--- config.mk ---
export PLATFORM = sky130hd
export DESIGN_NAME = pvt_tracking_control
export DESIGN_NICKNAME = d
export VERILOG_FILES = /design/src/hdl/pvt_pkg.sv /design/src/hdl/pvt_tracking_control.sv
export SDC_FILE = /design/constraint.sdc
export NUM_CORES = 1
export LEC_CHECK = 0
export BUFFER_PORTS_ARGS = -buffer_cell sky130_fd_sc_hd__buf_4
export CORE_MARGIN = 10
export CORE_UTILIZATION = 50
export DETAILED_ROUTE_END_ITERATION = 10
export PLACE_DENSITY = 0.79
export SLEW_MARGIN = 25
export SYNTH_ARGS = -nofsm -noshare
export SYNTH_HDL_FRONTEND = slang
export SYNTH_SLANG_ARGS = --single-unit
--- constraint.sdc ---
create_clock -name i_sys_clk -period 8.15 [get_ports i_sys_clk]
set_input_delay 1.2225 -clock i_sys_clk [delete_from_list [all_inputs] [get_ports i_sys_clk]]
set_output_delay 1.2225 -clock i_sys_clk [all_outputs]
set_load 0.01 [all_outputs]
--- src/hdl/pvt_pkg.sv ---
package pvt_pkg;

  // ****************************************************
  // level counters
  // ****************************************************
  localparam int LEVEL_W = 8;
  localparam int TIMER_W = 6;
  localparam logic [5:0] DECAY_RELOAD = 6'h28;
  localparam logic [5:0] DECAY_IDLE = 6'h01;
  localparam logic [3:0] FAST_ATTACK = 4'h4;
  localparam logic [3:0] FAST_DECAY = 4'h8;
  localparam logic [3:0] SLOW_ATTACK = 4'h2;
  localparam logic [3:0] SLOW_DECAY = 4'h1;
  localparam logic [7:0] PEAK_RESET = 8'hFF;
  localparam logic [7:0] VALLEY_RESET = 8'h00;

  // ****************************************************
  // symbol thresholds, in 256ths of the span
  // ****************************************************
  localparam logic [7:0] THR_LOW = 8'h32;
  localparam logic [7:0] THR_MID = 8'h86;
  localparam logic [7:0] THR_HIGH = 8'hD9;

  // ****************************************************
  // register map
  // ****************************************************
  localparam logic [7:0] ADR_CTRL = 8'h00;
  localparam logic [7:0] ADR_STATUS = 8'h04;
  localparam logic [7:0] ADR_TIMERS = 8'h08;
  localparam int CTRL_FORCE_HOLD = 0;
  localparam logic CTRL_RESET = 1'b0;
  localparam int ST_PEAK = 0;
  localparam int ST_VALLEY = 8;
  localparam int ST_MODE = 16;
  localparam int ST_INHIBIT = 18;
  localparam int ST_TEST = 19;
  localparam int ST_BW = 20;
  localparam int TM_PEAK = 0;
  localparam int TM_VALLEY = 8;

  typedef enum logic [1:0] {
    PVT_OFF,
    PVT_FAST,
    PVT_HOLD,
    PVT_SLOW
  } pvt_mode_t;

  typedef struct packed {
    logic bandwidth_select;
    logic mode_select_a;
    logic mode_select_b;
    logic track_inhibit;
    logic test_select;
  } pvt_ctrl_t;

endpackage : pvt_pkg

--- src/hdl/pvt_tracking_control.sv ---
// Behaviour
// [RQ1] control pins are captured on the falling edge of the symbol clock only
// [RQ2] mode pins decode to off, fast track, hold and slow track
// [RQ3] bandwidth pin low picks the 1 kHz cutoff, high the 2 kHz one
// [RQ4] track inhibit high blocks attack and decay enables of both counters
// [RQ5] track inhibit high leaves both counters as in hold
// [RQ6] fast track: peak up 4 on attack, down 8 on decay; valley mirrored
// [RQ7] slow track: peak up 2 per edge, down 1 per 40 edges; valley mirrored
// [RQ8] hold mode keeps both counters unchanged
// [RQ9] decay timer runs only when tracking; reload 1 after attack, 40 after decay
// [RQ10] peak is 8-bit; attacks when signal is above it, decays when below
// [RQ11] symbol code driven on two outputs, lsb and msb
// [RQ12] thresholds 50, 134, 217 of 256; codes 00, 10, 11, 01 going up
// [RQ13] symbol code keeps following the comparators while inhibit is high
// [RQ14] test mode treats the symbol clock as level sensitive
// [RQ15] far side supplies a steady 38.4 kHz square clock
// [RQ16] off mode raises the low power output
// [RQ17] attack wins over decay in the same step
// [RQ18] fast track holds the decay timer at 1
// [RQ19] off mode stops counters, timer forced to 1, values retained
// [RQ20] valley attacks down when signal is below, decays up when above
// [RQ21] counters saturate at 0 and 255
`timescale 1ns/1ps
`default_nettype none

module pvt_tracking_control #(
  parameter int LEVEL_W = pvt_pkg::LEVEL_W
) (
  // clock and reset
  input wire logic i_sys_clk,
  input wire logic i_arst_n,
  // pins from the protocol decoder
  input wire logic i_symbol_rate_clock,
  input wire logic i_bandwidth_select,
  input wire logic i_mode_select_a,
  input wire logic i_mode_select_b,
  input wire logic i_track_inhibit,
  input wire logic i_test_select,
  // filtered signal sample
  input wire logic [LEVEL_W-1:0] i_filtered_signal,
  // wishbone slave
  input wire logic i_wb_cyc,
  input wire logic i_wb_stb,
  input wire logic i_wb_we,
  input wire logic [7:0] i_wb_adr,
  input wire logic [31:0] i_wb_dat,
  input wire logic [3:0] i_wb_sel,
  output logic [31:0] o_wb_dat,
  output logic o_wb_ack,
  // converter outputs
  output logic o_symbol_code_msb,
  output logic o_symbol_code_lsb,
  output logic o_low_power,
  output logic o_bandwidth_2k,
  output logic [LEVEL_W-1:0] o_peak_level,
  output logic [LEVEL_W-1:0] o_valley_level
);

  // ****************************************************
  // elaboration checks
  // ****************************************************
  generate
    if (LEVEL_W != 8) begin : g_bad_level_w
      $error("pvt_tracking_control: LEVEL_W must be 8");
    end
    if (pvt_pkg::TIMER_W != 6) begin : g_bad_timer_w
      $error("pvt_tracking_control: decay timer must be 6 bits");
    end
  endgenerate

  // ****************************************************
  // helpers
  // ****************************************************
  function automatic logic [LEVEL_W-1:0] sat_step(input logic [LEVEL_W-1:0] val,
                                                  input logic up, input logic [3:0] amt);
    logic [LEVEL_W:0] wide;
    wide = '0;
    if (up) begin
      wide = {1'b0, val} + {{(LEVEL_W-3){1'b0}}, amt};
      sat_step = wide[LEVEL_W] ? {LEVEL_W{1'b1}} : wide[LEVEL_W-1:0]; // RQ21
    end else begin
      wide = {1'b0, val} - {{(LEVEL_W-3){1'b0}}, amt};
      sat_step = wide[LEVEL_W] ? {LEVEL_W{1'b0}} : wide[LEVEL_W-1:0]; // RQ21
    end
  endfunction : sat_step

  function automatic logic [LEVEL_W-1:0] thr(input logic [LEVEL_W-1:0] lo,
                                             input logic [LEVEL_W-1:0] hi,
                                             input logic [7:0] frac);
    logic [LEVEL_W+7:0] prod;
    prod = (hi >= lo) ? (LEVEL_W+8)'((hi - lo) * frac) : '0;
    thr = lo + prod[LEVEL_W+7:8]; // RQ12
  endfunction : thr

  function automatic pvt_pkg::pvt_mode_t decode_mode(input logic sel_a, input logic sel_b);
    case ({sel_a, sel_b})
      2'b00: decode_mode = pvt_pkg::PVT_OFF;
      2'b01: decode_mode = pvt_pkg::PVT_FAST;
      2'b10: decode_mode = pvt_pkg::PVT_HOLD;
      default: decode_mode = pvt_pkg::PVT_SLOW;
    endcase
  endfunction : decode_mode

  // ****************************************************
  // falling edge capture of the control pins
  // ****************************************************
  logic clk_q;
  logic fall;
  pvt_pkg::pvt_ctrl_t ctrl;
  pvt_pkg::pvt_mode_t mode;
  logic force_hold;

  assign fall = clk_q & ~i_symbol_rate_clock;

  always_ff @(posedge i_sys_clk or negedge i_arst_n) begin
    if (!i_arst_n) begin
      clk_q <= 1'b0;
    end else begin
      clk_q <= i_symbol_rate_clock;
    end
  end

  always_ff @(posedge i_sys_clk or negedge i_arst_n) begin
    if (!i_arst_n) begin
      ctrl <= '0;
    end else if (fall) begin
      ctrl <= '{i_bandwidth_select, i_mode_select_a, i_mode_select_b,
                i_track_inhibit, i_test_select}; // RQ1
    end
  end

  // ****************************************************
  // mode decode
  // ****************************************************
  assign mode = decode_mode(ctrl.mode_select_a, ctrl.mode_select_b); // RQ2

  // ****************************************************
  // step qualification
  // ****************************************************
  logic step;
  logic tracking;
  logic fast_mode;
  logic slow_mode;

  assign fast_mode = (mode == pvt_pkg::PVT_FAST);
  assign slow_mode = (mode == pvt_pkg::PVT_SLOW);

  // in test mode every system cycle with the symbol clock high is a step
  assign step = ctrl.test_select ? i_symbol_rate_clock : fall; // RQ14
  assign tracking = step & ~ctrl.track_inhibit & ~force_hold &
                    (fast_mode | slow_mode); // RQ4 RQ5 RQ8 RQ19

  // ****************************************************
  // peak (0) and valley (1) counters
  // ****************************************************
  localparam int CHANNELS = 2;

  logic [LEVEL_W-1:0] level [CHANNELS];
  logic [5:0] timer [CHANNELS];

  genvar g;
  generate
    for (g = 0; g < CHANNELS; g++) begin : g_chan
      localparam logic [LEVEL_W-1:0] INIT = (g == 0) ? pvt_pkg::PEAK_RESET : pvt_pkg::VALLEY_RESET;
      logic attack;
      logic decay;
      logic decay_en;
      logic [3:0] attack_amt;
      logic [3:0] decay_amt;
      logic [LEVEL_W-1:0] next_level;
      logic [5:0] next_timer;
      // peak attacks upward, valley attacks downward
      assign attack = (g == 0) ? (i_filtered_signal > level[g]) :
                                 (i_filtered_signal < level[g]); // RQ10 RQ20
      assign decay = (g == 0) ? (i_filtered_signal < level[g]) :
                                (i_filtered_signal > level[g]); // RQ10 RQ20
      assign decay_en = decay & (fast_mode || (timer[g] == pvt_pkg::DECAY_IDLE));

      assign attack_amt = fast_mode ? pvt_pkg::FAST_ATTACK : pvt_pkg::SLOW_ATTACK; // RQ6 RQ7
      assign decay_amt = fast_mode ? pvt_pkg::FAST_DECAY : pvt_pkg::SLOW_DECAY; // RQ6 RQ7

      // attack is tried first so it wins over a decay in the same step
      always_comb begin
        next_level = level[g];
        if (tracking) begin
          if (attack) begin // RQ17
            next_level = sat_step(level[g], g == 0, attack_amt);
          end else if (decay_en) begin
            next_level = sat_step(level[g], g != 0, decay_amt);
          end
        end
      end

      always_comb begin
        next_timer = timer[g];
        if (!slow_mode) begin
          next_timer = pvt_pkg::DECAY_IDLE; // RQ18 RQ19
        end else if (tracking) begin // RQ9
          if (attack) begin
            next_timer = pvt_pkg::DECAY_IDLE;
          end else if (decay_en) begin
            next_timer = pvt_pkg::DECAY_RELOAD;
          end else if (decay) begin
            next_timer = timer[g] - 6'h01;
          end
        end
      end

      always_ff @(posedge i_sys_clk or negedge i_arst_n) begin
        if (!i_arst_n) begin
          level[g] <= INIT;
        end else begin
          level[g] <= next_level;
        end
      end

      always_ff @(posedge i_sys_clk or negedge i_arst_n) begin
        if (!i_arst_n) begin
          timer[g] <= pvt_pkg::DECAY_IDLE;
        end else begin
          timer[g] <= next_timer;
        end
      end
    end
  endgenerate

  // ****************************************************
  // symbol code and pin outputs
  // ****************************************************
  logic [LEVEL_W-1:0] t_low;
  logic [LEVEL_W-1:0] t_mid;
  logic [LEVEL_W-1:0] t_high;
  logic above_low;
  logic above_mid;
  logic above_high;

  assign t_low = thr(level[1], level[0], pvt_pkg::THR_LOW);
  assign t_mid = thr(level[1], level[0], pvt_pkg::THR_MID);
  assign t_high = thr(level[1], level[0], pvt_pkg::THR_HIGH);

  assign above_low = (i_filtered_signal > t_low); // RQ12
  assign above_mid = (i_filtered_signal > t_mid); // RQ12
  assign above_high = (i_filtered_signal > t_high); // RQ12

  // updated every cycle regardless of track inhibit
  always_ff @(posedge i_sys_clk or negedge i_arst_n) begin
    if (!i_arst_n) begin
      o_symbol_code_msb <= 1'b0;
      o_symbol_code_lsb <= 1'b0;
    end else begin // RQ13
      o_symbol_code_msb <= above_low & ~above_high; // RQ11 RQ12
      o_symbol_code_lsb <= above_mid; // RQ11 RQ12
    end
  end

  // ****************************************************
  // pin outputs
  // ****************************************************
  always_ff @(posedge i_sys_clk or negedge i_arst_n) begin
    if (!i_arst_n) begin
      o_low_power <= 1'b1;
      o_bandwidth_2k <= 1'b0;
    end else begin
      o_low_power <= (mode == pvt_pkg::PVT_OFF); // RQ16
      o_bandwidth_2k <= ctrl.bandwidth_select; // RQ3
    end
  end

  always_ff @(posedge i_sys_clk or negedge i_arst_n) begin
    if (!i_arst_n) begin
      o_peak_level <= pvt_pkg::PEAK_RESET;
      o_valley_level <= pvt_pkg::VALLEY_RESET;
    end else begin
      o_peak_level <= level[0];
      o_valley_level <= level[1];
    end
  end

  // ****************************************************
  // wishbone registers
  // ****************************************************
  logic req;
  logic ctrl_wr;
  assign req = i_wb_cyc & i_wb_stb & ~o_wb_ack;
  assign ctrl_wr = req & i_wb_we & i_wb_sel[0] & (i_wb_adr == pvt_pkg::ADR_CTRL);

  always_ff @(posedge i_sys_clk or negedge i_arst_n) begin
    if (!i_arst_n) begin
      o_wb_ack <= 1'b0;
    end else begin
      o_wb_ack <= req;
    end
  end

  // ****************************************************
  // control register
  // ****************************************************
  always_ff @(posedge i_sys_clk or negedge i_arst_n) begin
    if (!i_arst_n) begin
      force_hold <= pvt_pkg::CTRL_RESET;
    end else if (ctrl_wr) begin
      force_hold <= i_wb_dat[pvt_pkg::CTRL_FORCE_HOLD];
    end
  end

  // ****************************************************
  // read data
  // ****************************************************
  logic [31:0] next_rd_dat;

  always_comb begin
    next_rd_dat = '0;
    case (i_wb_adr)
      pvt_pkg::ADR_CTRL: next_rd_dat[pvt_pkg::CTRL_FORCE_HOLD] = force_hold;
      pvt_pkg::ADR_STATUS: begin
        next_rd_dat[pvt_pkg::ST_PEAK +: 8] = level[0];
        next_rd_dat[pvt_pkg::ST_VALLEY +: 8] = level[1];
        next_rd_dat[pvt_pkg::ST_MODE +: 2] = mode;
        next_rd_dat[pvt_pkg::ST_INHIBIT] = ctrl.track_inhibit;
        next_rd_dat[pvt_pkg::ST_TEST] = ctrl.test_select;
        next_rd_dat[pvt_pkg::ST_BW] = ctrl.bandwidth_select;
      end
      pvt_pkg::ADR_TIMERS: begin
        next_rd_dat[pvt_pkg::TM_PEAK +: 6] = timer[0];
        next_rd_dat[pvt_pkg::TM_VALLEY +: 6] = timer[1];
      end
      default: next_rd_dat = '0;
    endcase
  end

  always_ff @(posedge i_sys_clk or negedge i_arst_n) begin
    if (!i_arst_n) begin
      o_wb_dat <= '0;
    end else if (req) begin
      o_wb_dat <= next_rd_dat;
    end
  end

endmodule : pvt_tracking_control

`default_nettype wire

==> metrics.yaml, run 1 <==
sta:
  max_clock_freq_mhz: 130.7
  finClkSkew_ns: 0.009338
  setup_viol_count_final: 0
  worstMarginPinSlew_ns: 0.9440
  hold_violations: 0
  grt_setup_unrepaired: "no"
  timing.slew.headroom_pct: 37.07
  timing.final.crit_share_pct: 93.91
  final.setup.tns_ns: 0
  fin_crit_ns: 7.654
  drv_slew: 0
clock_network:
  clock_latency_ns: 0.35
  cts_hold_buf: 0
  cts_max_level: 3
  cts_tree: "done"
  post-cts-setup-buffer-count: 0
  cts-root-buf: "clkbuf_16"
  post_cts_resize_count: 0
  cts_sinks: 77
  clk_pin_slew_ns: 0.07
  cts_buffer_depth: 2
  numCtsBuffers: 9
synth:
  synth.ff_latch_count: 77
  yosysMostFrequentCell: "ha_1"
  synth_seq_area_share_pct: 22.25
  async_flop_share_pct: 100.0
  yosysWarnings: 0
  yosysUniqueCellTypes: 71
  netlist_area_um2: 8766
  netlist_top_cells_area: "ha_1, dfrtp_1, fa_1, inv_1, dfstp_2"
  synth_top_area_cell: "ha_1"
  synth_top_area_share_pct: 22.12
  synth_commonest_cells: "ha_1, inv_1, nor2_1"
  synth_edf_count: 0
  syn_avg_cell_area_um2: 8.872
  syn_inst: 988
  synth_flop_cell: "dfrtp_1"
route:
  antenna_left: 0
  viasPerCell: 5.694
  drt-initial-drc-count: 529
  drc: 0
  routedWlPerCell_um: 16.66
  drt_first_pass_iters: 5
  wirelength_mm: 21.57
  num_vias: 7374
grt:
  grt_usage_pct: 18.32
  grt_max_degree: 78
  grt_pass1_vias: 7392
  grt_pass1_wl_mm: 35.94
  overflow: 0
  antenna_found_initial: 0
run_status:
  status: "completed"
die:
  fp.dieW_um: 152.4
  die_h_um: 152.4
  die-area_um2: 23230
  start_util_pct: 50.86
  std_cell_rows: 48
  core_region_area_um2: 17240
  ioPinCount: 116
finish:
  postLayoutCoreUtil_pct: 57.72
  num_antenna_cells: 0
  final_cell_count_no_fill: 1295
  drive_gt1_share_pct: 13.93
  nets: 1324
  area_growth_syn_to_layout_pct: 13.50
placed_design:
  port_buffers: 70
  gp_congestion: 0.8903
  dp_hpwl_mm: 17.11
  dp_cells: 1278
critical_path:
  worstSetupEndpointType: "flip-flop"
  cp_slowest_stage_delay_ns: 0.63
  cp.arrival_ns: 7.88
  path_max_fanout: 6
  required_ns: 8.38
  start_kind: "flip-flop"
  slowest_stage: "dfstp_2"
  crit_type: "flip-flop to flip-flop"
min_path:
  min-delay-path-class: "flip-flop to flip-flop"
job:
  maxCapViolations: 0
==> kinds of logic after synthesis <==
| family | share of synthesized area (%) |
|---|---|
| compound gates | 17.43 |
| xor+xnor | 5.552 |
| fa+ha+maj | 31.49 |
| buf+inv | 7.893 |
| flops | 22.25 |
| mux | 0.9991 |
| other cells | 0.04278 |
| simple gates | 14.35 |
==> placed cells by master (no fill, tap or decap), drive strengths merged, types with 7 or more instances in the layout <==
cell	n
nand2	45
o21bai	8
o21ai	44
nor2	79
buf	91
o22ai	11
fa	41
nor2b	18
a22o	7
inv	137
xnor2	37
nand4	18
conb	11
ha	155
o21a	11
dfrtp	58
a31oi	10
nor3	19
dfstp	19
a221oi	13
nand3	23
nor4	8
clkbuf	9
xor2	16
nand2b	9
a21o	23
a21oi	54
==> sequential cells by signal (all words and copies together) (netlist names), 5 cells and up <==
register	cells
ctrl	5
level	16
o_peak_level	8
o_valley_level	8
o_wb_dat	21
timer	12
==> worst max-delay path: cells and delay by family, from the launching register on <==
kind | cells | cell delay [ns]
compound gates | 12 | 2.37
flops | 1 | 0.63
fa+ha+maj | 8 | 3.15
simple gates | 4 | 0.43
buf+inv | 5 | 0.49
xor+xnor | 3 | 0.46
==> per-layer routing <==
| layer | vias up | part of all wire, % | track usage [%] |
|---|---|---|---|
| met5 | - | 0 | 0 |
| met4 | 0 | 2.0 | 4.814 |
| met3 | 38 | 6.1 | 4.234 |
| met2 | 210 | 47 | 31.09 |
| met1 | 3520 | 44 | 22.80 |
| li1 | 3606 | - | - |
==> area by class of cell <==
class | count | area [um^2]
Clock buffer | 9 | 225.2
Clock inverter | 7 | 91.34
Fill cell | 1476 | 7287
Inverter | 136 | 515.5
Multi-Input combinational cell | 750 | 6182
Sequential cell | 77 | 1951
Tap cell | 225 | 281.5
Timing Repair Buffer | 91 | 703.2
==> metrics by stage <==
step                      instance area (um^2)  hold slack (ns)  setup slack, ns
after floorplan                           8803           0.3618           0.6934
after global placement                    9595           0.3883           0.6653
after detailed placement                  9603           0.4026           0.5073
after CTS                                 9920           0.4168           0.4985
after global routing                      9950           0.4232           0.1004
final                                     9950           0.4131           0.4964
==> path summary, 6_finish.rpt <==
check	end	start	slack, ns	cells past startpoint
max reg2reg	o_symbol_code_msb	level[9]	0.50	32
max in group asynchronous	level[14]	i_arst_n	6.77	2
max	o_symbol_code_msb	level[9]	0.50	32
min reg2reg	o_bandwidth_2k	ctrl[4]	0.41	0
min	o_bandwidth_2k	ctrl[4]	0.41	0
min in group asynchronous	o_valley_level[2]	i_arst_n	0.76	1
Power of run 1 is not shown: default switching activity piles up to over one toggle a cycle in this logic, so the estimate is an artifact.
==> run 2: changes to the inputs <==
- ABC_AREA: default -> 1
- PLACE_DENSITY: 0.79 -> 0.78
==> run 2 against run 1 <==
Effect of this change: global-route usage up 0.42 points; synthesized cell count increased by 21%; sequential share of layout area shrank 0.70 points; largest cell class unchanged.
==> metrics.yaml, run 2 <==
critical_path:
  path_max_fanout: 8  # +2
  r2r-end: "o_symbol_code_msb"
  startpoint: "level[5]"
  worstSetupEndpointType: "flip-flop"
  crit_type: "flip-flop to flip-flop"
  slowest_stage: "dfrtp_1"
  cp_slowest_stage_delay_ns: 0.63  # about the same
  rr_worst_depth: 38  # +19%
  start_kind: "flip-flop"
  cp_common_cell: "nand2_1"
  crit_end: "o_symbol_code_msb"
  r2r_start: "level[5]"
  rrSetupSlack_ns: 0.57  # +0.07 ns
  required_ns: 8.41  # +0.03 ns
  cp.arrival_ns: 7.84  # -0.04 ns
job:
  maxCapViolations: 0  # unchanged
sta:
  hold_violations: 0  # unchanged
  setup_viol_count_final: 0  # unchanged
  timing.final.crit_share_pct: 93.03  # -0.88 points
  final.setup.tns_ns: 0  # unchanged
  drv_slew: 0  # unchanged
  max_clock_freq_mhz: 131.9  # +0.94%
  finClkSkew_ns: 0.006954  # -0.002384 ns
  worstMarginPinSlew_ns: 0.7433  # -0.2007 ns
  fin_crit_ns: 7.582  # -0.07161 ns
  grt_setup_unrepaired: "no"
  timing.slew.headroom_pct: 50.39  # +13 points
route:
  num_vias: 8195  # +11%
  drt-initial-drc-count: 485  # -8.3%
  drt_first_pass_iters: 7  # +2
  routedWlPerCell_um: 15.21  # -8.7%
  drc: 0  # unchanged
  viasPerCell: 5.431  # -4.6%
  antenna_left: 0  # unchanged
  wirelength_mm: 22.95  # +6.4%
min_path:
  min-delay-path-class: "flip-flop to flip-flop"
clock_network:
  cts_buffer_depth: 2  # unchanged
  clk_pin_slew_ns: 0.06  # about the same
  cts_hold_buf: 0  # unchanged
  clock_latency_ns: 0.34  # about the same
  numCtsBuffers: 9  # unchanged
  cts-root-buf: "clkbuf_16"
  cts_max_level: 3  # unchanged
  cts_sinks: 77  # unchanged
  post-cts-setup-buffer-count: 0  # unchanged
  cts_tree: "done"
die:
  std_cell_rows: 49  # +2.1%
  fp.dieW_um: 155.9  # +2.3%
  core_region_area_um2: 18090  # +4.9%
  die-area_um2: 24300  # +4.6%
  die_h_um: 155.9  # +2.3%
  ioPinCount: 116  # unchanged
  start_util_pct: 51.03  # +0.18 points
finish:
  largest_reg_flops: 21  # unchanged
  nets: 1534  # +16%
  area_growth_syn_to_layout_pct: 11.96
  top_register: "o_wb_dat"
  layout_common_cells: "nand2_1, inv_1, ha_1"
  num_antenna_cells: 0  # unchanged
  top_regs: "o_wb_dat (21), level (16), timer (12)"
  drive_gt1_share_pct: 13.20  # -0.72 points
  final_common_cell: "nand2_1"
synth:
  synth.ff_latch_count: 77  # unchanged
  yosysUniqueCellTypes: 55  # -23%
  netlist_area_um2: 9230  # +5.3%
  synth_commonest_cells: "nand2_1, inv_1, ha_1"
  syn_avg_cell_area_um2: 7.724  # -13%
  synth_top_area_cell: "ha_1"
  synth_seq_area_share_pct: 21.13  # -1.1 points
  synth_edf_count: 0  # unchanged
  yosysMostFrequentCell: "nand2_1"
  synth_top_area_share_pct: 21.01  # -1.1 points
  syn_inst: 1195  # +21%
  synth_flop_cell: "dfrtp_1"
  async_flop_share_pct: 100.0  # unchanged
  yosysWarnings: 0  # unchanged
  netlist_top_cells_area: "ha_1, dfrtp_1, nand2_1, fa_1, inv_1"
grt:
  grt_usage_pct: 18.74  # +0.42 points
  antenna_found_initial: 0  # unchanged
  overflow: 0  # unchanged
  grt_pass1_vias: 7834  # +6.0%
  grt_max_degree: 78  # unchanged
  grt_pass1_wl_mm: 37.96  # +5.6%
run_status:
  status: "completed"
placed_design:
  gp_congestion: 0.9393  # +5.5%
  port_buffers: 70  # unchanged
  dp_hpwl_mm: 18.67  # +9.1%
==> run 2: cell types whose count changed after synthesis, moves of 18 or more <==
cell | before | now
a21o_1 | 23 | 2
a21oi_1 | 52 | 77
inv_1 | 134 | 206
nand2_1 | 45 | 221
nand3_1 | 23 | 51
nor2b_1 | 18 | 0
o21ai_0 | 43 | 73
==> run 2: metal layers <==
layer | GRT usage (%) | share of wire [%] | up-vias
met5 | 0 | 0 | -
met4 | 6.025 | 2.1 | 0
met3 | 2.288 | 6.5 | 41
met2 | 32.15 | 48 | 282
met1 | 23.96 | 43 | 3829
li1 | - | - | 4043
==> run 2: through the flow <==
stage | instance area (um^2) | worst slack (ns) | hold WS, ns | util [%] | instances
final | 10330 | 0.5680 | 0.3987 | 57.14 | 1509
after global routing | 10330 | 0.03462 | 0.3990 | 57.14 | 1509
after CTS | 10300 | 0.6087 | 0.3989 | 56.97 | 1508
after detailed placement | 9998 | 0.6049 | 0.3906 | 55.28 | 1492
after global placement | 9998 | 0.7569 | 0.3885 | 55.28 | 1492
after floorplan | 9268 | 1.250 | 0.3487 | - | 1205
==> run 2: critical path, delay by kind of cell, from the launching register on <==
kind	cells	cell delay [ns]
fa+ha+maj	8	3.19
simple gates	15	1.52
compound gates	7	0.97
buf+inv	7	0.74
flops	1	0.63
xor+xnor	1	0.41
==> run 2: how the worst min path moves through the flow <==
stage	cells after the start	startpoint	slack, ns	end
3_3_place_gp	0	level[8]	0.39	o_peak_level[0]
2_1_floorplan	0	level[7]	0.35	o_valley_level[7]
4_1_cts	0	level[8]	0.40	o_peak_level[0]
3_5_place_dp	0	level[8]	0.39	o_peak_level[0]
5_1_grt	0	level[8]	0.40	o_peak_level[0]
6_report	0	level[8]	0.40	o_peak_level[0]
==> run 2: cell type report <==
cell class / instances / area (um^2)
fillers: 1598 / 7752
multi-input cells: 887 / 6341
flip-flops and latches: 77 / 1953
inverters: 220 / 827.0
repair buffers: 80 / 620.6
well taps: 229 / 286.5
clock buffers: 9 / 225.2
clock inverters: 7 / 80.08
==> run 2: what timing repair did <==
item | in CTS | in global routing
gates resized for setup | 0 | 2
hold endpoints to repair | 0 | 0
setup endpoints to repair | 0 | 1
==> run 2: cells by family after synthesis <==
logic type | after synthesis | share of synthesized area, %
xor gates and xnor gates | 55 | 5.300
buffers and inverters | 241 | 10.57
muxes | 1 | 0.1220
adders and majority gates | 196 | 29.90
other | 1 | 0.04063
and+or+nand+nor | 419 | 20.20
AOI/OAI and AO/OA | 205 | 12.73
DFF | 77 | 21.13
Power of run 2 is left out for the same reason.
